[src/pkg/afda_params.svh]
// constants of the flag register, register map and addressing
// assumes: included by bare name from core and bench
`ifndef AFDA_PARAMS_SVH
`define AFDA_PARAMS_SVH
// apb byte offsets
`define AFDA_FLAG_OFS 12'hfd8
`define AFDA_BANK_OFS 12'hfe0
`define AFDA_PTR0_OFS 12'hfe4
`define AFDA_PTR1_OFS 12'hfe8
`define AFDA_PTR2_OFS 12'hfec
`define AFDA_CTRL_OFS 12'hff0
`define AFDA_ACC_OFS 12'hff4
// flag bit positions
`define AFDA_N_BIT 4
`define AFDA_OV_BIT 3
`define AFDA_Z_BIT 2
`define AFDA_DC_BIT 1
`define AFDA_C_BIT 0
// reset values
`define AFDA_FLAG_RST 5'h00
`define AFDA_BANK_RST 4'h0
`define AFDA_PTR_RST 12'h000
`define AFDA_ACC_RST 8'h00
// access bank split and literal offset limit
`define AFDA_ACC_SPLIT 8'h60
`define AFDA_IDX_LIMIT 8'h5f
`define AFDA_SFR_PAGE 4'hf
`define AFDA_LOW_PAGE 4'h0
`endif

[src/pkg/afda_pkg.sv]
// types shared by the flag and addressing core
// assumes: afda_params.svh holds the numeric constants
package afda_pkg;
  // operation classes the decoder hands over
  typedef enum logic [3:0] {
    K_ADD, K_SUB, K_AND, K_OR, K_XOR, K_ROTR, K_ROTL, K_CLR,
    K_MOVW, K_FILE_TO_FILE_MOVE_OP, K_BITCLR, K_BITSET, K_SWAP, K_JUMP
  } afda_kind_type;

  // operand addressing of a request
  typedef enum logic [1:0] {
    AM_DIRECT, AM_POINTER, AM_FULL
  } afda_amode_type;

  // pointer operand side action
  typedef enum logic [2:0] {
    PA_PLAIN, PA_AFTER_BUMP_UP_OPERAND, PA_AFTER_BUMP_DOWN_OPERAND, PA_BEFORE_BUMP_UP_OPERAND, PA_ACCUM_OFFSET_OPERAND
  } afda_pact_type;

  typedef struct packed {
    afda_kind_type  kind;
    afda_amode_type amode;
    afda_pact_type  pact;
    logic [1:0]     psel;
    logic [7:0]     faddr;
    logic           acc_a;
    logic           has_d;
    logic           dest_d;
    logic           use_lit;
    logic [7:0]     lit;
    logic [11:0]    full;
    logic [19:0]    prog;
  } afda_op_type;

  typedef struct packed {
    logic        valid;
    logic [11:0] addr;
    logic [7:0]  data;
    logic        to_w;
    logic        to_file;
  } afda_res_type;
endpackage : afda_pkg

[src/rtl/afda_core.sv]
// flag register, alu flag generation and data operand addressing
// assumes: decoder presents one op with its file operand in the
// same cycle; apb master per protocol; single 10 MHz clock
//
// Overview of operation
// - flag register as destination cannot overwrite flags the op itself sets
// - clearing the flag register sets zero only, others unchanged
// - flag bits 7-5 read zero, writes ignored
// - negative flag follows result bit 7
// - signed overflow flag set when sign bit wrongly changes
// - zero flag set when result equals zero
// - half byte carry records carry out of bit 3 on add/sub
// - carry records carry out of bit 7 on add/sub
// - subtract adds two's complement; carries read as inverted borrow
// - rotates load half byte carry from source bit 4 or 3
// - rotates load carry from source bit 0 or 7
// - jump carries a 20-bit program address literal
// - bit and byte ops carry an 8-bit file address
// - access bit one joins bank pick register and file address
// - access bit zero selects access bank, bank pick unused
// - full 12-bit address ops ignore bank pick register
// - dest bit one writes file, zero writes accumulator
// - ops without dest bit use their fixed destination
// - pointers address memory and are directly readable and writable
// - pointer operands post-increment, post-decrement, pre-increment, offset
// - literal offset mode only with extended set enabled
// - pointers hold a 12-bit linear address
// - accumulator offset adds signed accumulator, changes nothing
// - pointer bumps carry across bytes and touch no flag
// - pointer accesses ignore bank pick and access bit
//
// The implementer's own choice: the APB slave port.
`timescale 1ns/10ps
`include "afda_params.svh"

module afda_core
  import afda_pkg::*;
#(
  parameter int ADDR_W = 12,
  parameter int NPTR   = 3
) (
  // clock and reset
  input  wire logic        pclk,
  input  wire logic        presetn,
  // apb slave
  input  wire logic        psel,
  input  wire logic        penable,
  input  wire logic        pwrite,
  input  wire logic [31:0] paddr,
  input  wire logic [31:0] pwdata,
  output logic [31:0]      prdata,
  output logic             pready,
  output logic             pslverr,
  // decoder request
  input  wire logic        op_valid,
  input  wire afda_op_type op,
  input  wire logic [7:0]  mem_rdata,
  // results
  output afda_res_type     res,
  output logic [19:0]      prog_addr,
  output logic             prog_load,
  output logic [ADDR_W-1:0] op_addr
);
  // elaboration-time check
  if (ADDR_W != 12 || NPTR != 3) begin : g_chk
    $error("afda_core supports only a 12-bit space and three pointers");
  end

  localparam logic [11:0] FLAG_OFS = `AFDA_FLAG_OFS;

  // state
  logic [4:0]  flags_q, flags_d;
  logic [3:0]  bank_q, bank_d;
  logic        ext_q, ext_d;
  logic [7:0]  acc_q, acc_d;
  logic [11:0] ptr_q [NPTR];
  logic [31:0] prdata_q, prdata_d;
  afda_res_type res_q, res_d;
  logic [19:0] prog_q;
  logic        pload_q;
  logic [11:0] addr_q;

  // apb decode
  wire logic [11:0] a_ofs   = paddr[11:0];
  wire logic        hit_fl  = a_ofs == `AFDA_FLAG_OFS;
  wire logic        hit_bk  = a_ofs == `AFDA_BANK_OFS;
  wire logic        hit_p0  = a_ofs == `AFDA_PTR0_OFS;
  wire logic        hit_p1  = a_ofs == `AFDA_PTR1_OFS;
  wire logic        hit_p2  = a_ofs == `AFDA_PTR2_OFS;
  wire logic        hit_ct  = a_ofs == `AFDA_CTRL_OFS;
  wire logic        hit_ac  = a_ofs == `AFDA_ACC_OFS;
  wire logic        hit_any = (hit_fl | hit_bk | hit_p0 | hit_p1 | hit_p2 | hit_ct | hit_ac)
                              && paddr[31:12] == 20'h00000;
  wire logic        acc_ph  = psel & penable;
  wire logic        wr_en   = acc_ph & pwrite & hit_any;
  wire logic [NPTR-1:0] hit_p = {hit_p2, hit_p1, hit_p0};

  // zero wait states; unmapped addresses answer with an error
  assign pready  = 1'b1;
  assign pslverr = acc_ph & ~hit_any;
  assign prdata  = prdata_q;

  // read data captured in the setup phase, so it comes from a flop
  assign prdata_d = !hit_any ? 32'h0000_0000 :
                    hit_fl ? {27'h0000000, flags_q} :
                    hit_bk ? {28'h0000000, bank_q} :
                    hit_p0 ? {20'h00000, ptr_q[0]} :
                    hit_p1 ? {20'h00000, ptr_q[1]} :
                    hit_p2 ? {20'h00000, ptr_q[2]} :
                    hit_ct ? {31'h00000000, ext_q} :
                    {24'h000000, acc_q};

  // pointer select and pointer-relative address
  wire logic        fire   = op_valid;
  wire logic [11:0] p_cur  = ptr_q[op.psel];
  wire logic [11:0] w_sext = {{4{acc_q[7]}}, acc_q};
  wire logic [11:0] ind_addr =
    op.pact == PA_BEFORE_BUMP_UP_OPERAND ? p_cur + 12'h001 :
    op.pact == PA_ACCUM_OFFSET_OPERAND  ? p_cur + w_sext :
    p_cur;

  // direct address forms
  wire logic idx_mode = ext_q && !op.acc_a && op.faddr <= `AFDA_IDX_LIMIT;
  wire logic [11:0] idx_addr = ptr_q[2] + {4'h0, op.faddr};
  wire logic [11:0] bank_addr = {bank_q, op.faddr};
  wire logic [11:0] accb_addr = op.faddr >= `AFDA_ACC_SPLIT ?
                                {`AFDA_SFR_PAGE, op.faddr} :
                                {`AFDA_LOW_PAGE, op.faddr};
  wire logic [11:0] dir_addr = op.acc_a ? bank_addr : (idx_mode ? idx_addr : accb_addr);

  // final operand address
  wire logic [11:0] tgt_addr =
    op.amode == AM_POINTER ? ind_addr :
    op.amode == AM_FULL    ? op.full :
    dir_addr;

  // file operand; the flag register is served from this block
  wire logic        tgt_fl = tgt_addr == FLAG_OFS;
  wire logic [7:0]  fopnd  = tgt_fl ? {3'h0, flags_q} : mem_rdata;
  wire logic [7:0]  opa    = op.use_lit ? op.lit : fopnd;
  wire logic        is_sub = op.kind == K_SUB;
  wire logic [7:0]  opb    = is_sub ? ~acc_q : acc_q;
  wire logic        cin    = is_sub;

  // adder with half-byte and byte carries
  wire logic [8:0]  sum9   = {1'b0, opa} + {1'b0, opb} + {8'h00, cin};
  wire logic [4:0]  half5  = {1'b0, opa[3:0]} + {1'b0, opb[3:0]} + {4'h0, cin};
  wire logic        ov_add = (opa[7] == opb[7]) && (sum9[7] != opa[7]);

  // result and flag computation per operation
  logic [7:0] alu_res;
  logic [4:0] calc, aff;
  always_comb begin
    alu_res = fopnd;
    calc    = flags_q;
    aff     = 5'h00;
    unique case (op.kind)
      K_ADD, K_SUB: begin
        alu_res = sum9[7:0];
        calc[`AFDA_C_BIT]  = sum9[8];
        calc[`AFDA_DC_BIT] = half5[4];
        calc[`AFDA_OV_BIT] = ov_add;
        aff = 5'h1f;
      end
      K_AND: begin
        alu_res = opa & acc_q;
        aff = 5'h14;
      end
      K_OR: begin
        alu_res = opa | acc_q;
        aff = 5'h14;
      end
      K_XOR: begin
        alu_res = opa ^ acc_q;
        aff = 5'h14;
      end
      K_ROTR: begin
        alu_res = {flags_q[`AFDA_C_BIT], fopnd[7:1]};
        calc[`AFDA_C_BIT]  = fopnd[0];
        calc[`AFDA_DC_BIT] = fopnd[4];
        aff = 5'h17;
      end
      K_ROTL: begin
        alu_res = {fopnd[6:0], flags_q[`AFDA_C_BIT]};
        calc[`AFDA_C_BIT]  = fopnd[7];
        calc[`AFDA_DC_BIT] = fopnd[3];
        aff = 5'h17;
      end
      K_CLR: begin
        alu_res = 8'h00;
        aff = 5'h04;
      end
      K_MOVW:   alu_res = acc_q;
      K_FILE_TO_FILE_MOVE_OP:  alu_res = mem_rdata;
      K_BITCLR: alu_res = fopnd & ~(8'h01 << op.lit[2:0]);
      K_BITSET: alu_res = fopnd | (8'h01 << op.lit[2:0]);
      K_SWAP:   alu_res = {fopnd[3:0], fopnd[7:4]};
      K_JUMP:   alu_res = fopnd;
      default:  alu_res = fopnd; // codes past the last kind
    endcase
    calc[`AFDA_N_BIT] = alu_res[7];
    calc[`AFDA_Z_BIT] = alu_res == 8'h00;
  end

  // destination select
  wire logic to_w  = op.has_d ? !op.dest_d : op.use_lit;
  wire logic is_fw = fire && op.kind != K_JUMP;
  wire logic wr_fl = is_fw && !to_w && tgt_fl;

  // flag next value: apb, then file write, then op-owned bits
  wire logic [4:0] fl_base = wr_en && hit_fl ? pwdata[4:0] : flags_q;
  // an op that owns any flag locks all five against its own file write,
  // so only flag-neutral ops can load the flag register from a result
  wire logic       fl_lock = |aff;
  wire logic [4:0] fl_wr   = wr_fl && !fl_lock ? alu_res[4:0] : fl_base;
  wire logic [4:0] fl_mask = is_fw ? aff : 5'h00;
  assign flags_d = (fl_mask & calc) | (~fl_mask & fl_wr);

  assign bank_d = wr_en && hit_bk ? pwdata[3:0] : bank_q;
  assign ext_d  = wr_en && hit_ct ? pwdata[0] : ext_q;
  assign acc_d  = is_fw && to_w ? alu_res :
                  wr_en && hit_ac ? pwdata[7:0] : acc_q;

  // result record for data memory
  always_comb begin
    res_d         = '0;
    res_d.valid   = is_fw;
    res_d.addr    = tgt_addr;
    res_d.data    = alu_res;
    res_d.to_w    = to_w;
    res_d.to_file = !to_w && !tgt_fl;
  end

  // pointers: apb writes win over bumps; bumps change no flag
  for (genvar i = 0; i < NPTR; i++) begin : g_ptr
    logic [11:0] nxt;
    wire logic   sel = fire && op.amode == AM_POINTER && op.psel == 2'(i);
    assign nxt = wr_en && hit_p[i] ? pwdata[11:0] :
                 sel && op.pact == PA_AFTER_BUMP_UP_OPERAND ? ptr_q[i] + 12'h001 :
                 sel && op.pact == PA_AFTER_BUMP_DOWN_OPERAND ? ptr_q[i] - 12'h001 :
                 sel && op.pact == PA_BEFORE_BUMP_UP_OPERAND  ? ptr_q[i] + 12'h001 :
                 ptr_q[i];
    always_ff @(posedge pclk or negedge presetn) begin
      if (!presetn) begin
        ptr_q[i] <= `AFDA_PTR_RST;
      end else begin
        ptr_q[i] <= nxt;
      end
    end
  end

  // register state
  always_ff @(posedge pclk or negedge presetn) begin
    if (!presetn) begin
      flags_q <= `AFDA_FLAG_RST;
      bank_q  <= `AFDA_BANK_RST;
      ext_q   <= 1'b0;
      acc_q   <= `AFDA_ACC_RST;
    end else begin
      flags_q <= flags_d;
      bank_q  <= bank_d;
      ext_q   <= ext_d;
      acc_q   <= acc_d;
    end
  end

  // output flops
  always_ff @(posedge pclk or negedge presetn) begin
    if (!presetn) begin
      res_q    <= '0;
      prog_q   <= 20'h00000;
      pload_q  <= 1'b0;
      addr_q   <= 12'h000;
      prdata_q <= 32'h0000_0000;
    end else begin
      res_q   <= res_d;
      pload_q <= fire && op.kind == K_JUMP;
      if (fire && op.kind == K_JUMP) begin
        prog_q <= op.prog;
      end
      if (fire) begin
        addr_q <= tgt_addr;
      end
      if (psel && !penable) begin
        prdata_q <= prdata_d;
      end
    end
  end

  assign res       = res_q;
  assign prog_addr = prog_q;
  assign prog_load = pload_q;
  assign op_addr   = addr_q;

  // checks
  a_clear_sets_zero: assert property (@(posedge pclk) disable iff (!presetn)
    fire && op.kind == K_CLR |=> flags_q[`AFDA_Z_BIT]
      && flags_q[4:3] == $past(flags_q[4:3]) && flags_q[1:0] == $past(flags_q[1:0]))
    else $error("clear did not leave only zero set");
  a_flag_write_block: assert property (@(posedge pclk) disable iff (!presetn)
    wr_fl && aff == 5'h1f && !wr_en |=> flags_q == $past(calc))
    else $error("file write reached op-owned flags");
  a_neg_follows: assert property (@(posedge pclk) disable iff (!presetn)
    is_fw && aff[`AFDA_N_BIT] |=> flags_q[`AFDA_N_BIT] == res_q.data[7])
    else $error("negative flag mismatch");
  a_zero_follows: assert property (@(posedge pclk) disable iff (!presetn)
    is_fw && aff[`AFDA_Z_BIT] |=> flags_q[`AFDA_Z_BIT] == (res_q.data == 8'h00))
    else $error("zero flag mismatch");
  a_carry_add: assert property (@(posedge pclk) disable iff (!presetn)
    fire && op.kind == K_ADD |=> flags_q[`AFDA_C_BIT] == $past(sum9[8]))
    else $error("carry not from bit 7");
  a_flags_hold: assert property (@(posedge pclk) disable iff (!presetn)
    !fire && !(wr_en && hit_fl) |=> $stable(flags_q))
    else $error("flags changed without cause");
  a_bank_direct: assert property (@(posedge pclk) disable iff (!presetn)
    fire && op.amode == AM_DIRECT && op.acc_a |=> op_addr == {$past(bank_q), $past(op.faddr)})
    else $error("banked address wrong");
  a_full_addr: assert property (@(posedge pclk) disable iff (!presetn)
    fire && op.amode == AM_FULL |=> op_addr == $past(op.full))
    else $error("full address altered");
  a_ptr_after_bump_up_operand: assert property (@(posedge pclk) disable iff (!presetn)
    fire && op.amode == AM_POINTER && op.pact == PA_AFTER_BUMP_UP_OPERAND && op.psel == 2'd0 && !wr_en
      |=> ptr_q[0] == $past(ptr_q[0]) + 12'h001 ##1 1'b1)
    else $error("post increment lost");
  a_accum_offset_operand_hold: assert property (@(posedge pclk) disable iff (!presetn)
    fire && op.amode == AM_POINTER && op.pact == PA_ACCUM_OFFSET_OPERAND && !wr_en
      |=> $stable(ptr_q[0]) && $stable(ptr_q[1]) && $stable(ptr_q[2]))
    else $error("offset access moved a pointer");
  a_unimpl_zero: assert property (@(posedge pclk) disable iff (!presetn)
    psel && !penable && hit_fl |=> prdata[31:5] == 27'h0000000)
    else $error("upper flag bits not zero");

  // flag checks restate each flag from the carries; the overflow check still reads the adder wire sum9
  a_ovf_signed: assert property (@(posedge pclk) disable iff (!presetn)
    fire && (op.kind == K_ADD || op.kind == K_SUB)
      |=> flags_q[`AFDA_OV_BIT] == $past(sum9[8] ^ opa[7] ^ opb[7] ^ sum9[7]))
    else $error("overflow flag mismatch");
  a_half_carry: assert property (@(posedge pclk) disable iff (!presetn)
    fire && op.kind == K_ADD |=> flags_q[`AFDA_DC_BIT] == $past(({1'b0, opa[3:0]} + {1'b0, acc_q[3:0]}) > 5'h0f))
    else $error("half byte carry mismatch");
  a_sub_borrow: assert property (@(posedge pclk) disable iff (!presetn)
    fire && op.kind == K_SUB |=> flags_q[`AFDA_C_BIT] == $past(opa >= acc_q))
    else $error("borrow polarity wrong");
  a_rot_right: assert property (@(posedge pclk) disable iff (!presetn)
    fire && op.kind == K_ROTR |=> flags_q[`AFDA_C_BIT] == $past(fopnd[0])
      && flags_q[`AFDA_DC_BIT] == $past(fopnd[4]))
    else $error("right rotate carries wrong");
  a_rot_left: assert property (@(posedge pclk) disable iff (!presetn)
    fire && op.kind == K_ROTL |=> flags_q[`AFDA_C_BIT] == $past(fopnd[7])
      && flags_q[`AFDA_DC_BIT] == $past(fopnd[3]))
    else $error("left rotate carries wrong");
  a_jump_target: assert property (@(posedge pclk) disable iff (!presetn)
    fire && op.kind == K_JUMP |=> prog_load && prog_addr == $past(op.prog))
    else $error("jump target not loaded");
  a_access_bank: assert property (@(posedge pclk) disable iff (!presetn)
    fire && op.amode == AM_DIRECT && !op.acc_a && !ext_q
      |=> op_addr == {($past(op.faddr) >= `AFDA_ACC_SPLIT) ? `AFDA_SFR_PAGE : `AFDA_LOW_PAGE, $past(op.faddr)})
    else $error("access bank address wrong");
  a_dest_select: assert property (@(posedge pclk) disable iff (!presetn)
    fire && op.kind != K_JUMP && op.has_d |=> res.to_w == !$past(op.dest_d))
    else $error("destination bit ignored");
  a_implicit_dest: assert property (@(posedge pclk) disable iff (!presetn)
    fire && op.kind != K_JUMP && !op.has_d |=> res.to_w == $past(op.use_lit))
    else $error("implicit destination wrong");
  a_ptr_after_bump_down_operand: assert property (@(posedge pclk) disable iff (!presetn)
    fire && op.amode == AM_POINTER && op.pact == PA_AFTER_BUMP_DOWN_OPERAND && op.psel == 2'd0 && !wr_en
      |=> ptr_q[0] == $past(ptr_q[0]) - 12'h001)
    else $error("post decrement lost");
  a_ptr_target: assert property (@(posedge pclk) disable iff (!presetn)
    fire && op.amode == AM_POINTER && (op.pact == PA_AFTER_BUMP_UP_OPERAND || op.pact == PA_AFTER_BUMP_DOWN_OPERAND)
      |=> op_addr == $past(ptr_q[op.psel]))
    else $error("pointer target altered");
  a_idx_offset: assert property (@(posedge pclk) disable iff (!presetn)
    fire && op.amode == AM_DIRECT && !op.acc_a && ext_q && op.faddr <= `AFDA_IDX_LIMIT
      |=> op_addr == $past(ptr_q[2]) + {4'h0, $past(op.faddr)})
    else $error("literal offset address wrong");

  c_sub_op:   cover property (@(posedge pclk) disable iff (!presetn) fire && op.kind == K_SUB);
  c_rot_op:   cover property (@(posedge pclk) disable iff (!presetn) fire && op.kind == K_ROTL);
  c_idx_mode: cover property (@(posedge pclk) disable iff (!presetn) fire && idx_mode);
  c_flag_dst: cover property (@(posedge pclk) disable iff (!presetn) wr_fl);
  c_ptr_op:   cover property (@(posedge pclk) disable iff (!presetn) fire && op.amode == AM_POINTER);
endmodule : afda_core

[config.mk]
export PLATFORM = sky130hd
export DESIGN_NAME = afda_core
export DESIGN_NICKNAME = d
export VERILOG_FILES = /design/src/pkg/afda_pkg.sv /design/src/rtl/afda_core.sv
export VERILOG_INCLUDE_DIRS = /design/src /design/src/pkg
export SDC_FILE = /design/constraint.sdc
export NUM_CORES = 1
export LEC_CHECK = 0
export BUFFER_PORTS_ARGS = -buffer_cell sky130_fd_sc_hd__buf_2
export CORE_ASPECT_RATIO = 1.5
export CORE_MARGIN = 5
export CORE_UTILIZATION = 38
export DETAILED_ROUTE_END_ITERATION = 8
export SYNTH_ARGS = -nofsm -noshare
export SYNTH_HDL_FRONTEND = slang
export SYNTH_SLANG_ARGS = --single-unit
[constraint.sdc]
create_clock -name pclk -period 14.3 [get_ports pclk]
set_input_delay 1.43 -clock pclk [delete_from_list [all_inputs] [get_ports pclk]]
set_output_delay 1.43 -clock pclk [all_outputs]
set_load 0.02 [all_outputs]
Word level (Yosys, flattened, before mapping)
Index checks and enable logic that the tools add are counted.
- bits in latches: 0
- output and inout port bits: 90
- flip-flop bits (word level): 142
- memories: 0
- memory bits (writable): 0
- memory bits (read-only): 0
- divide/modulo/power cells: 0
- $lt $le $gt $ge: 3
- add/subtract/negate cells: 13
- reductions and logical operators: 50
- eq/ne operators: 32
- mux-type cells: 42
- multiply operators: 0
- bitwise logic cells: 23
- shift operators: 1
- operator list (operator ; number):
    $mux W12 ; 27
    $eq A12 B12 Y1 const B ; 8
    $pmux W8 S12 ; 1
    $add A12 B1 Y12 const B ; 4
    $mux W8 ; 6
    $sub A12 B1 Y12 const B ; 3
    $logic_and A1 B1 Y1 ; 32
    $bmux W12 S2 ; 1
    $eq A4 B4 Y1 const B ; 6
    $logic_not A20 Y1 ; 1
    $pmux W5 S4 ; 1
    $and A8 B8 Y8 ; 2
    $eq A4 B3 Y1 const B ; 4
    $not A8 Y8 ; 2
    $or A8 B8 Y8 ; 2
    $mux W5 ; 3
    $add A12 B12 Y12 ; 1
    $add A12 B8 Y12 ; 1
    $reduce_bool A4 Y1 ; 3
    $and A5 B5 Y5 ; 2
    $add A8 B8 Y9 ; 1
    $add A9 B1 Y9 ; 1
    $eq A4 B2 Y1 const B ; 2
    $ge A8 B7 Y1 const B ; 1
    31 further kinds ; 49

Logic depth before layout (Yosys ltp)
- depth after elaboration: 18
- depth in mapped cells: 29
- mapped depth without buffers: 26

Worst setup path after synthesis
No wires, ideal clock.
- path kind: input -> register
- start: input op[53] (netlist bit)
- end: register (tool-made name)
- path buffers: 2
- setup time: 0.103 ns
- setup slack: 7.105 ns
- data required time: 14.196 ns
- arrival: 7.091 ns
- cell stages on the path: 26
- cell sequence: buf_6 > mux2i_1 > o22ai_2 > ha_1 > fa_1 > a21o_1 > a22o_1 > o21ai_0 > nand4_1 > o211ai_1 > a21oi_1 > nor4_2 > nand4_4 > nor2_2 > buf_4 > mux2_2 > mux2_2 > fa_1 > xnor2_1 > o21ai_0 > a221o_1 > a311o_1 > a221o_1 > a32o_1 > nand4bb_1 > o41ai_2
- RTL lines (what ; line ; text):
    start: declaration ; afda_core.sv:56 ; input wire afda_op_type op,

==> summary.txt <==
Critical path
  • Maximum fanout along the worst path: 20
  • Worst endpoint data arrival time: a little under 9000 ps
  • Critical path endpoint category: register
  • CP max stage delay: between 500 and 600 ps
  • WS Path Type: in -> reg
  • CP max-delay cell: nor2_2
  • Critical Path RT: between 10,000 and 15,000 ps
  • Startpoint types: input pin
  • CP cell instances: buf_2, nand2b_1, o22ai_2, ha_1, a211oi_1, o21bai_1, xnor2_1, o32ai_1, a211oi_2, nand3_1, nor4_2, nand4_4, nor2_2, mux2_2, mux2_2, fa_1, xnor2_1, o21ai_0, a221o_1, a311o_1, a221o_1, a32o_1, nand4bb_1, o41ai_2

STA
  • Worst Skew: around 12 ps
  • Max transition margin: between 30% and 40%
  • Fmax: about 120 MHz
  • Final min period: roughly 8500 ps
  • RSZ-0062 raised after global routing: no
  • Setup TNS: 0 ps
  • Fin. Hold Viols: 0
  • Crit share post-route: 59.3%
  • Final setup viols: 0
  • Worst Max-Slew Pin Slew: around 1000 ps
  • Slew Viols, Final: 0

Synthesis
  • Seq/Total Area, Yosys: around 28%
  • Post-synth top flop: dfrtp_1
  • Ys async rst share: between 90% and 100%
  • Area leader, netlist: dfrtp_1
  • Synthesized area: about 11,000 um2
  • Unique cell type count in the Yosys netlist: approximately 110
  • Synth top area cells: dfrtp_1 28%, nand2_1 7.0%, ha_1 5.3%, a21oi_1 5.1%, nor2_1 4.6%
  • Number of synthesized flops with an enable pin: 0
  • YS warnings: 0
  • Yosys top cell area share: between 20% and 30%
  • Seq cells post-synth: 122
  • Gate Count Post-Synth: between 1k and 1.5k
  • Syn avg cell area: about 7.9 um2

Power and ir drop
  • Max rail drop VDD: 0.0887 mV
  • Overall power: ~1.3 mW
  • Pwr Density: 105 nW/um2
  • Leak Pwr: between 5 and 6 nW

Run status
  • Status: complete, no violations

Global route
  • Gr usage total: between 20 and 25%
  • Vias in the first global route: 10.8k
  • Initial antenna violation count: 0
  • Gr ovfl total: 0
  • First-pass GRT wire length: between 60,000 and 70,000 um
  • Pin count of the biggest net entering global routing: 72

Place
  • IO Port Bufs: about 190
  • Final GP Congestion: between 1 and 1.5
  • Placed insts: around 1.9k
  • HPWL Detailed: 31,100 um

Floorplanning
  • # IOs: 231
  • Die W: 149 um
  • Initial Utilization: a little under two fifths
  • Die Ht: between 200 and 250 um
  • Row cnt: 76
  • Die ar.: about 32,000 um2
  • Core area: 28,600 um2

Drt
  • Avg WL per Cell: roughly 21 um
  • 1st-pass router iterations: 6
  • Final ANT Viol Nets: 0
  • Initial DRC count: 937
  • Via density: between 5 and 6
  • Vias: around 11k
  • Residual DRC count: 0
  • DRT Wirelength: just over 40,000 um

Job
  • # Max-Cap Violations: 0

Clock tree
  • Cts hold-fix bufs: 0
  • Resized cells post-CTS: 0
  • Clock Path Buffers: 2
  • Clk_lat worst skew: 430 ps
  • CTS sink count: 122
  • H-tree levels: 4
  • Clock transition at path regs: 60 ps
  • Clk root buf: clkbuf_16
  • CTS tree: yes
  • Num CTS Buffers: 17
  • Post-CTS setup buffer count: 0

Layout
  • Final #Nets: approximately 1.7k
  • Diode count: 0
  • Layout cells sized above 1: between 10% and 20%
  • Final std cells w/o fill: just under 2k
  • Commonest non-fill, non-tap cell in the layout: nand2_1
  • FILL cells: approximately 3.0k
  • Area delta synth->final: 15.1%
  • Commonest non-fill, non-tap cells in the layout: 203 x nand2_1, 188 x buf_2, 133 x nor2_1, 122 x dfrtp_1, 111 x a21oi_1

Hold path
  • Class of the tightest hold or removal check: reg -> reg
-- kinds of logic after synthesis --
logic type | synth area share, %
other | 0.0686
buffers and inverters | 6.21
AO/OA/AOI/OAI | 24.9
XOR/XNOR | 5.44
flip-flops | 27.9
multiplexers | 5.20
AND/OR/NAND/NOR | 24.5
adder cells (fa/ha/maj) | 5.81
-- cells in the mapped netlist, drive strengths merged, types with 7 or more instances --
| library cell | number |
|---|---|
| a211oi | 9 |
| a21o | 19 |
| a21oi | 112 |
| a221oi | 8 |
| a22oi | 8 |
| a31oi | 19 |
| and2 | 7 |
| and3 | 15 |
| buf | 41 |
| clkbuf | 60 |
| dfrtp | 122 |
| ha | 46 |
| inv | 46 |
| mux2 | 23 |
| mux2i | 31 |
| nand2 | 204 |
| nand2b | 15 |
| nand3 | 51 |
| nand4 | 26 |
| nor2 | 134 |
| nor2b | 11 |
| nor3 | 33 |
| nor4 | 15 |
| o211ai | 13 |
| o21a | 7 |
| o21ai | 85 |
| o22ai | 12 |
| o2bb2ai | 8 |
| o31ai | 8 |
| or2 | 7 |
| or3 | 11 |
| xnor2 | 38 |
| xor2 | 30 |
-- path summary, 6_finish.rpt --
path / from / endpoint / slack [ps] / cells after the start
max: op[52] / register / 5820 / 24
min: prog_addr[10]$_DFFE_PN0P_ / prog_addr[10]$_DFFE_PN0P_ / 470 / 2
max reg2reg: ptr_q[0]$_DFFE_PN0P_ / register / 6820 / 24
min reg2reg: prog_addr[10]$_DFFE_PN0P_ / prog_addr[10]$_DFFE_PN0P_ / 470 / 2
max in group asynchronous: presetn / op_addr[3]$_DFFE_PN0P_ / 11790 / 2
min in group asynchronous: presetn / prdata[11]$_DFFE_PN0P_ / 1020 / 1
-- final cells by class --
| cell class | instances | area (um2) | area share, % |
|---|---|---|---|
| tap | 390 | 488 | 3.87 |
| timing repair buffer | 198 | 1020 | 8.06 |
| sequential | 122 | 3050 | 24.2 |
| multi-input combinational | 1136 | 7290 | 57.8 |
| clock buffer | 19 | 453 | 3.59 |
| inverter | 46 | 173 | 1.37 |
| clock inverter | 13 | 131 | 1.04 |
-- state kept, by name, indices dropped and copies added (netlist names), named ones only --
signal,flops
bank_q,4
prog_addr,20
ptr_q,36
ext_q,1
res,23
acc_q,8
prog_load,1
prdata,12
op_addr,12
-- stage by stage --
step	cell area [um2]	util [%]	worst slack, ps	hold slack (ps)
after floorplan	11000	-	7110	493
after global placement	12000	42.0	5440	456
after detailed placement	12000	42.0	5460	456
after CTS	12600	44.0	5900	473
after global routing	12600	44.0	5490	492
final	12600	44.0	5820	470
-- critical path: cells and delay by family --
family	cells	cell delay [ps]
xor+xnor	2	440
fa+ha+maj	2	790
simple gates	6	1770
compound gates	11	3110
mux	2	750
buf+inv	1	480
-- report_power, final --
group / internal (mW) / total, mW / switching (mW)
sequential: 0.385 / 0.446 / 0.0605
clock: 0.253 / 0.433 / 0.180
combinational: 0.167 / 0.441 / 0.274
total: 0.805 / 1.32 / 0.515
-- routing by layer --
metal,wire length (um),up-vias,global-route usage [%]
met5,0,-,0
met3,2280,114,3.66
met4,2400,0,13.3
li1,-,5254,-
met2,20200,519,42.9
met1,15600,5241,28.8
No activity file was read; power rests on OpenSTA's default activity.
